==> src/rtl/aging_mirror_consts.svh <==
// Offsets, field positions, reset values and timing counts for the
// aging and mirror configuration registers. Definitions only.
`ifndef AGING_MIRROR_CONSTS_SVH
`define AGING_MIRROR_CONSTS_SVH

`define AGING_OFFSET 8'h06
`define AGING_LAST 8'h09
`define MIRROR_OFFSET 8'h10
`define MIRROR_LAST 8'h11
`define AGING_SEL_BIT 20
`define AGING_LIFE_MSB 19
`define LIFE_DEFAULT 20'h0012C
`define MIRROR_EN_BIT 15
`define MIRROR_EXCL_BIT 14
`define MIRROR_RSV_MSB 5
`define MIRROR_PORT_MSB 3
`define AGE_FIXED_SEC 20'h0012C
`define CLK_HZ 100000000
`define TICK_SEC 1

`endif

==> src/rtl/aging_mirror_pkg.sv <==
// Types shared by the aging and mirror configuration block.
// Assumes the constants header is compiled alongside.
package aging_mirror_pkg;

typedef struct packed {
   logic enable;
   logic [19:0] period_sec;
} aging_cfg_type;

typedef struct packed {
   logic enable;
   logic exclusive;
   logic [3:0] port;
} mirror_cfg_type;

endpackage

==> src/rtl/second_tick.sv <==
// One-cycle enable pulse once per second derived from the core clock.
// Assumes sys_clk runs at the rate the count parameter is set for.
`timescale 1ns/10ps
`default_nettype none

module second_tick
#(
   parameter int unsigned CYCLES = 100000000
)
(
   input wire logic sys_clk, // Core clock
   input wire logic arst_n, // Async reset, active low
   output logic tick // One-cycle pulse each second
);

   logic [31:0] count_r;

   always_ff @(posedge sys_clk or negedge arst_n)
   begin
      if (!arst_n)
      begin
         count_r <= 32'h00000000;
         tick <= 1'b0;
      end
      else if (count_r == 32'(CYCLES - 1))
      begin
         count_r <= 32'h00000000;
         tick <= 1'b1;
      end
      else
      begin
         count_r <= count_r + 32'h00000001;
         tick <= 1'b0;
      end
   end

endmodule

`default_nettype wire

==> src/rtl/switch_aging_mirror_config.sv <==
// Aging period and mirror capture configuration registers of the switch
// management page, with a one-second tick for the aging engine.
// Assumes a byte-wide paged register port already decoded to this page.
`timescale 1ns/10ps
`default_nettype none
`include "aging_mirror_consts.svh"

module switch_aging_mirror_config
#(
   parameter int unsigned TICK_CYCLES = `CLK_HZ * `TICK_SEC
)
(
   input wire logic sys_clk, // Core clock, 100 MHz
   input wire logic arst_n, // Async reset, active low
   input wire logic [7:0] reg_addr, // Byte address within the page
   input wire logic reg_wr, // Byte write strobe
   input wire logic reg_rd, // Byte read strobe
   input wire logic [7:0] reg_wdata, // Write data byte
   output logic [7:0] reg_rdata, // Read data byte, valid cycle after reg_rd
   output logic reg_rvalid, // Read data valid pulse
   output aging_mirror_pkg::aging_cfg_type aging_cfg, // Effective aging setup
   output logic age_tick, // One-second pulse for the aging engine
   output aging_mirror_pkg::mirror_cfg_type mirror_cfg // Mirror setup
);

   // Stored register contents and their decoded forms
   logic age_sel_r;
   logic [19:0] life_r;
   logic [7:0] mirror_lo_r;
   logic [7:0] mirror_hi_r;
   logic tick_w;
   logic wr_life0;
   logic wr_life1;
   logic wr_life2;
   logic wr_mirror_lo;
   logic wr_mirror_hi;
   logic [7:0] rdata_nxt;
   aging_mirror_pkg::aging_cfg_type aging_nxt;
   aging_mirror_pkg::mirror_cfg_type mirror_nxt;

   // Byte lane of a register from its base offset
   function automatic logic [1:0] lane(input logic [7:0] addr, input logic [7:0] base);
      logic [7:0] d;
      d = addr - base;
      lane = d[1:0];
   endfunction

   // True when addr is byte n of the register spanning first to last
   function automatic logic byte_hit(input logic [7:0] addr, input logic [7:0] first,
      input logic [7:0] last, input logic [1:0] n);
      byte_hit = (addr >= first) && (addr <= last) && (lane(addr, first) == n);
   endfunction

   // Divider for the one-second enable
   second_tick #(.CYCLES(TICK_CYCLES)) u_tick
   (
      .sys_clk(sys_clk),
      .arst_n(arst_n),
      .tick(tick_w)
   );

   // Per-byte write enables; byte 3 of the aging register has none
   always_comb
   begin
      wr_life0 = 1'b0;
      wr_life1 = 1'b0;
      wr_life2 = 1'b0;
      wr_mirror_lo = 1'b0;
      wr_mirror_hi = 1'b0;
      if (reg_wr)
      begin
         if (byte_hit(reg_addr, `AGING_OFFSET, `AGING_LAST, 2'h0))
            wr_life0 = 1'b1;
         else if (byte_hit(reg_addr, `AGING_OFFSET, `AGING_LAST, 2'h1))
            wr_life1 = 1'b1;
         else if (byte_hit(reg_addr, `AGING_OFFSET, `AGING_LAST, 2'h2))
            wr_life2 = 1'b1;
         else if (byte_hit(reg_addr, `MIRROR_OFFSET, `MIRROR_LAST, 2'h0))
            wr_mirror_lo = 1'b1;
         else if (byte_hit(reg_addr, `MIRROR_OFFSET, `MIRROR_LAST, 2'h1))
            wr_mirror_hi = 1'b1;
      end
   end

   // Lifetime bytes; the full 20-bit range is stored unchecked
   always_ff @(posedge sys_clk or negedge arst_n)
   begin
      if (!arst_n)
         life_r <= `LIFE_DEFAULT;
      else if (wr_life0)
         life_r[7:0] <= reg_wdata;
      else if (wr_life1)
         life_r[15:8] <= reg_wdata;
      else if (wr_life2)
         life_r[19:16] <= reg_wdata[3:0];
   end

   // Period select; the bits above it read back as zero
   always_ff @(posedge sys_clk or negedge arst_n)
   begin
      if (!arst_n)
         age_sel_r <= 1'b0;
      else if (wr_life2)
         age_sel_r <= reg_wdata[`AGING_SEL_BIT - 16];
   end

   // Mirror low byte: capture port, reserved bits 5:4 kept for read-back only
   always_ff @(posedge sys_clk or negedge arst_n)
   begin
      if (!arst_n)
         mirror_lo_r <= 8'h00;
      else if (wr_mirror_lo)
         mirror_lo_r <= reg_wdata;
   end

   // Mirror high byte: global enable and exclusive capture
   always_ff @(posedge sys_clk or negedge arst_n)
   begin
      if (!arst_n)
         mirror_hi_r <= 8'h00;
      else if (wr_mirror_hi)
         mirror_hi_r <= reg_wdata;
   end

   // Read strobe answered one cycle later
   always_ff @(posedge sys_clk or negedge arst_n)
   begin
      if (!arst_n)
         reg_rvalid <= 1'b0;
      else
         reg_rvalid <= reg_rd;
   end

   // Byte selected by the read address; unmapped and reserved bytes read zero
   always_comb
   begin
      rdata_nxt = 8'h00;
      if (reg_addr == `AGING_OFFSET)
         rdata_nxt = life_r[7:0];
      else if (reg_addr == `AGING_OFFSET + 8'h01)
         rdata_nxt = life_r[15:8];
      else if (reg_addr == `AGING_OFFSET + 8'h02)
         rdata_nxt = {3'h0, age_sel_r, life_r[19:16]};
      else if (reg_addr == `AGING_LAST)
         rdata_nxt = 8'h00;
      else if (reg_addr == `MIRROR_OFFSET)
         rdata_nxt = mirror_lo_r;
      else if (reg_addr == `MIRROR_LAST)
         rdata_nxt = mirror_hi_r;
      else
         rdata_nxt = 8'h00;
   end

   // Read data is captured on a read and held until the next one
   always_ff @(posedge sys_clk or negedge arst_n)
   begin
      if (!arst_n)
         reg_rdata <= 8'h00;
      else if (reg_rd)
         reg_rdata <= rdata_nxt;
   end

   // Effective aging period: fixed default, programmed, or off
   always_comb
   begin
      aging_nxt.enable = 1'b1;
      aging_nxt.period_sec = `AGE_FIXED_SEC;
      if (age_sel_r)
      begin
         aging_nxt.period_sec = life_r;
         aging_nxt.enable = (life_r != 20'h00000);
      end
   end

   // Registered effective period for the aging engine
   always_ff @(posedge sys_clk or negedge arst_n)
   begin
      if (!arst_n)
         aging_cfg <= '0;
      else
         aging_cfg <= aging_nxt;
   end

   // Second tick retimed so that the output leaves a flip-flop
   always_ff @(posedge sys_clk or negedge arst_n)
   begin
      if (!arst_n)
         age_tick <= 1'b0;
      else
         age_tick <= tick_w;
   end

   // Mirror fields; reserved and spare bits do not reach the mirror logic
   always_comb
   begin
      mirror_nxt.enable = mirror_hi_r[`MIRROR_EN_BIT - 8];
      mirror_nxt.exclusive = mirror_hi_r[`MIRROR_EXCL_BIT - 8];
      mirror_nxt.port = mirror_lo_r[`MIRROR_PORT_MSB:0];
   end

   // Registered mirror setup
   always_ff @(posedge sys_clk or negedge arst_n)
   begin
      if (!arst_n)
         mirror_cfg <= '0;
      else
         mirror_cfg <= mirror_nxt;
   end

endmodule

`default_nettype wire

==> config.mk <==
export PLATFORM = sky130hd
export DESIGN_NAME = switch_aging_mirror_config
export DESIGN_NICKNAME = d
export VERILOG_FILES = /design/src/rtl/aging_mirror_pkg.sv /design/src/rtl/second_tick.sv /design/src/rtl/switch_aging_mirror_config.sv
export VERILOG_INCLUDE_DIRS = /design/src /design/src/rtl
export SDC_FILE = /design/constraint.sdc
export NUM_CORES = 1
export LEC_CHECK = 0
export ABC_AREA = 1
export ABC_CLOCK_PERIOD_IN_PS = 3200
export BUFFER_PORTS_ARGS = -buffer_cell sky130_fd_sc_hd__buf_2
export CAP_MARGIN = 20
export CORE_UTILIZATION = 50
export CTS_CLUSTER_DIAMETER = 30
export DETAILED_ROUTE_END_ITERATION = 8
export PLACE_DENSITY = 0.76
export SYNTH_ARGS = -nofsm -noshare
export SYNTH_HDL_FRONTEND = slang
export SYNTH_SLANG_ARGS = --single-unit
export TNS_END_PERCENT = 10
==> constraint.sdc <==
create_clock -name sys_clk -period 3.2 [get_ports sys_clk]
set_input_delay 0 -clock sys_clk [delete_from_list [all_inputs] [get_ports sys_clk]]
set_output_delay 0 -clock sys_clk [all_outputs]
set_load 0.02 [all_outputs]
* After elaboration in Yosys (flattened, before gate mapping) *
Index checks and enable logic that the tools add are counted.

storage, ports and cells
  register bits = 107
  latch bits = 0
  bits in writable memories = 0
  ROM bits = 0
  word-level logic and storage cells = 76
  memories = 0

operators by class
  add/subtract/negate cells = 3
  multiply operators = 0
  divide/modulo/power cells = 0
  magnitude comparators = 4
  equality and inequality tests = 10
  shift operators = 0
  multiplexer cells = 29
  bitwise gates (word level) = 2
  reductions and logical operators = 12

operators with widths
  cell                     number
  $mux W8                  6
  $add A32 B1 Y32 const B  1
  $eq A32 B27 Y1 const B   1
  $mux W32                 1
  $mux W1                  21
  $mux W21                 1
  $reduce_bool A20 Y1      1
  $eq A8 B3 Y1 const B     2
  $eq A8 B4 Y1 const B     2
  $eq A8 B5 Y1 const B     2
  $ge A8 B3 Y1 const B     1
  $ge A8 B5 Y1 const B     1
  $le A8 B4 Y1 const B     1
  $le A8 B5 Y1 const B     1
  $logic_and A1 B1 Y1      7
  $eq A2 B1 Y1 const B     2
  $logic_not A2 Y1         2
  $reduce_and A3 Y1        1
  $eq A2 B2 Y1 const B     1
  $not A1 Y1               2
  $reduce_and A2 Y1        1
  $sub A2 B1 Y2 const B    1
  $sub A2 B2 Y2 const B    1

* Longest topological paths before layout *
  depth after elaboration = 9
  gate-level depth with buffers = 10

* Cells and area by module *
A second synthesis with hierarchy kept.

unflattened totals
  cell total of the unflattened synthesis = 629
  area total of the unflattened synthesis = 5133.7 um^2

modules (own cells, without submodules)
  module                      times used  cells an instance  area an instance (um^2)
  switch_aging_mirror_config  1           354                3194.3
  second_tick                 1           275                1939.4

* Worst setup path before layout *
Ideal clock, no wire load.

  path kind = flip-flop to flip-flop
  from = register u_tick.count_r[0]
  to = register u_tick.count_r[20]
  data arrival time = 1.391 ns
  slack = 1.693 ns
  stages on the path, launching flop included = 10
  path buffers = 1
  period minus slack after synthesis = 1.507 ns
  cell sequence = dfrtp_1 -> ha_1 -> nand3_2 -> inv_2 -> nand2_2 -> inv_2 -> nand2_1 -> nor2_4 -> buf_6 -> nor2_1

between the ends
  cells in the longest elaborated chain, start to end = 2
  elaborated cells on any way between the ends = 3
  classes of those cells = add/sub (1); eq/ne (1); mux (1)

RTL lines
  item                                                      line                                  RTL
  start: declaration                                        second_tick.sv:16                     logic [31:0] count_r;
  start signal: assignment                                  second_tick.sv:32                     count_r <= count_r + 32'h00000001;
  $add A32 B1 Y32 / $eq A32 B27 Y1 (equally long branches)  second_tick.sv:32, second_tick.sv:25
  $mux W32 *                                                second_tick.sv:25                     else if (count_r == 32'(CYCLES - 1))

Mark *: on every way between the ends. The rest lies on a longest branch, timed or not.
A chain may end at the register's enable or synchronous reset.

* Worst setup path after layout *
  from = register u_tick.count_r[0]
  to = register u_tick.count_r[14]

The elaborated chain is that of the path after synthesis.

==> results.json <==
{
  "tns_ns": 0,
  "coreArea_sq_um": 9910,
  "grt_usage": 0.244,
  "powerDensity_nw_per_um2": 421,
  "antenna_found_initial": 0,
  "synth_nets": 655,
  "synthMuxAreaShare": 0,
  "status": "finished clean",
  "ctsRootBufferMaster": "clkbuf_8",
  "yosys_warnings": 0,
  "rsz0062_at_grt": "no",
  "synth.avg_cell_area_sq_um": 8.21,
  "dpl.hpwl_microns": 8970,
  "antennaDiodeCount": 0,
  "hold_class": "primary input to register",
  "grt_pass1_wl_microns": 20600,
  "cp.required_ns": 3.49,
  "yosysTopAreaCellShare": 0.495,
  "cts_tree": "yes",
  "critical_path_class": "register to register",
  "numCtsBuffers": 9,
  "p_int_w": 0.00185,
  "fp.dieH_microns": 104,
  "pwr-share-comb": 0.072,
  "clkTransAtPathRegs_ns": 0.10,
  "grt_overflow": 0,
  "gp_congestion": 0.947,
  "clock_skew_ns": 0.00972,
  "fin_crit_sh": 0.587,
  "netSwitchingFraction": 0.252,
  "netlist_area_sq_um": 5200,
  "drtPass1Iterations": 5,
  "fmax_mhz": 533,
  "vias": 4305,
  "cp-end-kind": "register",
  "grt_max_degree": 53,
  "synthAdderAreaFrac": 0.00240,
  "area_growth_syn_to_layout_pct": 13.0,
  "setup_viol": 0,
  "seq_power_share": 0.580,
  "cts_max_level": 3,
  "synth-compound-area-share": 0.0781,
  "dp_slack_ns": 1.34,
  "yosysTopAreaCell": "dfrtp_1",
  "r2r_start": "u_tick.count_r[0]",
  "io_buffers": 56,
  "drc": 0,
  "viasPerCell": 5.11,
  "cp_max_fo": 16,
  "synth_xor_area_frac": 0.0252,
  "insertion_delay_ns": 0.39,
  "p_leak_nw": 3.14,
  "ant_nets": 0,
  "nNetsFinal": 725,
  "ios": 57,
  "start_kind": "register",
  "maxSlewViolCount": 0,
  "row_count": 36,
  "syn_inst": 634,
  "irDropWorstVdd_uv": 336,
  "dieArea_sq_um": 10800,
  "critPathArrivalTime_ns": 2.16,
  "synth_area_leaders": "dfrtp_1 (50%), nand2_1 (14%), inv_1 (6.1%)",
  "relSlewSlack": 0.517,
  "initial_utilization": 0.525,
  "clkPwrFrac": 0.349,
  "synth_seq_area_share": 0.516,
  "cap_violations": 0,
  "net-switching-power_w": 0.000624,
  "cts.sinks": 107,
  "fin_crit_ns": 1.88,
  "synth_top_family_by_area": "simple AND/OR/NAND/NOR gates",
  "layout-drive-gt1-share": 0.168,
  "fp.dieW_microns": 104,
  "grt_pass1_vias": 4278,
  "clockBufferDepth": 2,
  "synth-simple-area-share": 0.298,
  "yosysUniqueCellTypes": 33,
  "wirelength_microns": 12000,
  "hp-start": "reg_addr[3]",
  "synth_seq_cells": 107,
  "final_hold_viol_count": 0,
  "drt_iter0_drc": 183,
  "critPathLaunch": "u_tick.count_r[0]",
  "setup_slack_ns": 1.32,
  "wire_per_inst_microns": 14.2,
  "worst_slew_pin_slew_ns": 0.725
}
==> cells in the mapped netlist <==
| master | count |
|---|---|
| nor2_4 | 7 |
| nor2_8 | 1 |
| nand2_2 | 7 |
| buf_6 | 4 |
| nand3_1 | 36 |
| o21ai_4 | 1 |
| xnor2_1 | 4 |
| buf_12 | 1 |
| buf_4 | 2 |
| and3_1 | 1 |
| clkbuf_1 | 2 |
| nand4_1 | 13 |
| nor4_1 | 5 |
| nand3_2 | 3 |
| o21a_1 | 9 |
| nand2_1 | 200 |
| xor2_1 | 11 |
| o211ai_1 | 1 |
| o21ai_0 | 30 |
| inv_2 | 3 |
| nor3_1 | 5 |
| clkinv_2 | 1 |
| nand2_4 | 1 |
| dfstp_2 | 4 |
| o21ai_2 | 10 |
| inv_1 | 84 |
| nor2_1 | 63 |
| dfrtp_1 | 103 |
| nor2_2 | 7 |
| ha_1 | 1 |
| a21oi_1 | 5 |
| o21bai_1 | 7 |
| or2_2 | 2 |
==> critical path, cell delays in order (launching register included) <==
cell	delay (ns)
dfrtp_1	0.40
ha_1	0.28
nand3_2	0.14
inv_2	0.10
nand2_2	0.09
inv_2	0.10
nand2_1	0.09
nor2_4	0.36
inv_1	0.11
nand2_1	0.08
inv_1	0.03
==> state kept, by name (all words and copies together), names as in the netlist <==
name / flops
u_tick.tick: 1
reg_rdata: 8
age_sel_r: 1
mirror_cfg: 6
life_r: 20
aging_cfg: 21
u_tick.count_r: 32
mirror_hi_r: 8
reg_rvalid: 1
mirror_lo_r: 8
age_tick: 1
==> kinds of logic after synthesis <==
logic type / after synthesis
AOI/OAI and AO/OA: 63
adders and majority gates: 1
buffers and inverters: 97
xor gates and xnor gates: 15
DFF: 107
and+or+nand+nor: 351
==> worst paths after layout <==
check                                     endpoint  slack [ns]  cells after the start
worst min-delay path                  reg_rdata[0]        0.11                      5
max in group asynchronous                life_r[5]        2.14                      3
worst min register to register            age_tick        0.36                      0
worst max-delay path            u_tick.count_r[14]        1.32                     10
min in group asynchronous        u_tick.count_r[5]        0.17                      2
worst max register to register  u_tick.count_r[14]        1.32                     10
==> placed cells by master, fill, tap and decap left out, types with 7 or more instances in the layout <==
cell / n
o21ai_0: 30
nand2_1: 200
dfrtp_1: 103
o21ai_2: 10
inv_1: 84
clkbuf_8: 10
nand4_1: 13
nor2_2: 7
nand2_2: 7
buf_2: 55
nor2_1: 63
dlygate4sd3_1: 10
xor2_1: 11
nand3_1: 36
o21a_1: 9
o21bai_1: 7
nor2_4: 7
==> metal layers <==
metal | track usage | share of wire | up-vias | wire, microns
met4 | 0.0939 | 0.023 | 0 | 272
li1 | - | - | 2125 | -
met1 | 0.300 | 0.42 | 2042 | 5060
met3 | 0.0589 | 0.049 | 21 | 588
met5 | 0 | 0 | - | 0
met2 | 0.416 | 0.51 | 117 | 6050
==> power groups by stage <==
stage	Clock [W]	Combinational, W	Sequential, W
after global routing	0.000955	0.000200	0.00144
final	0.000864	0.000178	0.00144
after CTS	0.000890	0.000180	0.00144
after detailed placement	0	0.000170	0.00146
after global placement	0	0.000166	0.00146
after floorplan	0	0.0000812	0.00146
==> metrics by stage <==
step                total power [W]  std cells  hold WS (ns)  area [sq um]   util
floorplan                   0.00154        634        -0.296          5200      -
global placement            0.00163        816        0.0717          5580  0.563
detailed placement          0.00163        816        0.0764          5580  0.563
CTS                         0.00251        842        0.0901          5880  0.594
global route                0.00260        842         0.141          5880  0.594
finish                      0.00248        842         0.107          5880  0.594
==> area by class of cell <==
type,instances,area [sq um]
Clock buffer,12,145
Clock inverter,4,56.3
Fill cell,936,4030
Inverter,88,332
Multi-Input combinational cell,430,2100
Sequential cell,107,2680
Tap cell,133,166
Timing Repair Buffer,68,398
==> what timing repair did <==
item	in CTS	in global routing
hold buffers	10	0
setup buffers	0	0
gates resized for setup	0	0
endpoints found under the hold margin	85	0
(Power assumes the default switching activity.)
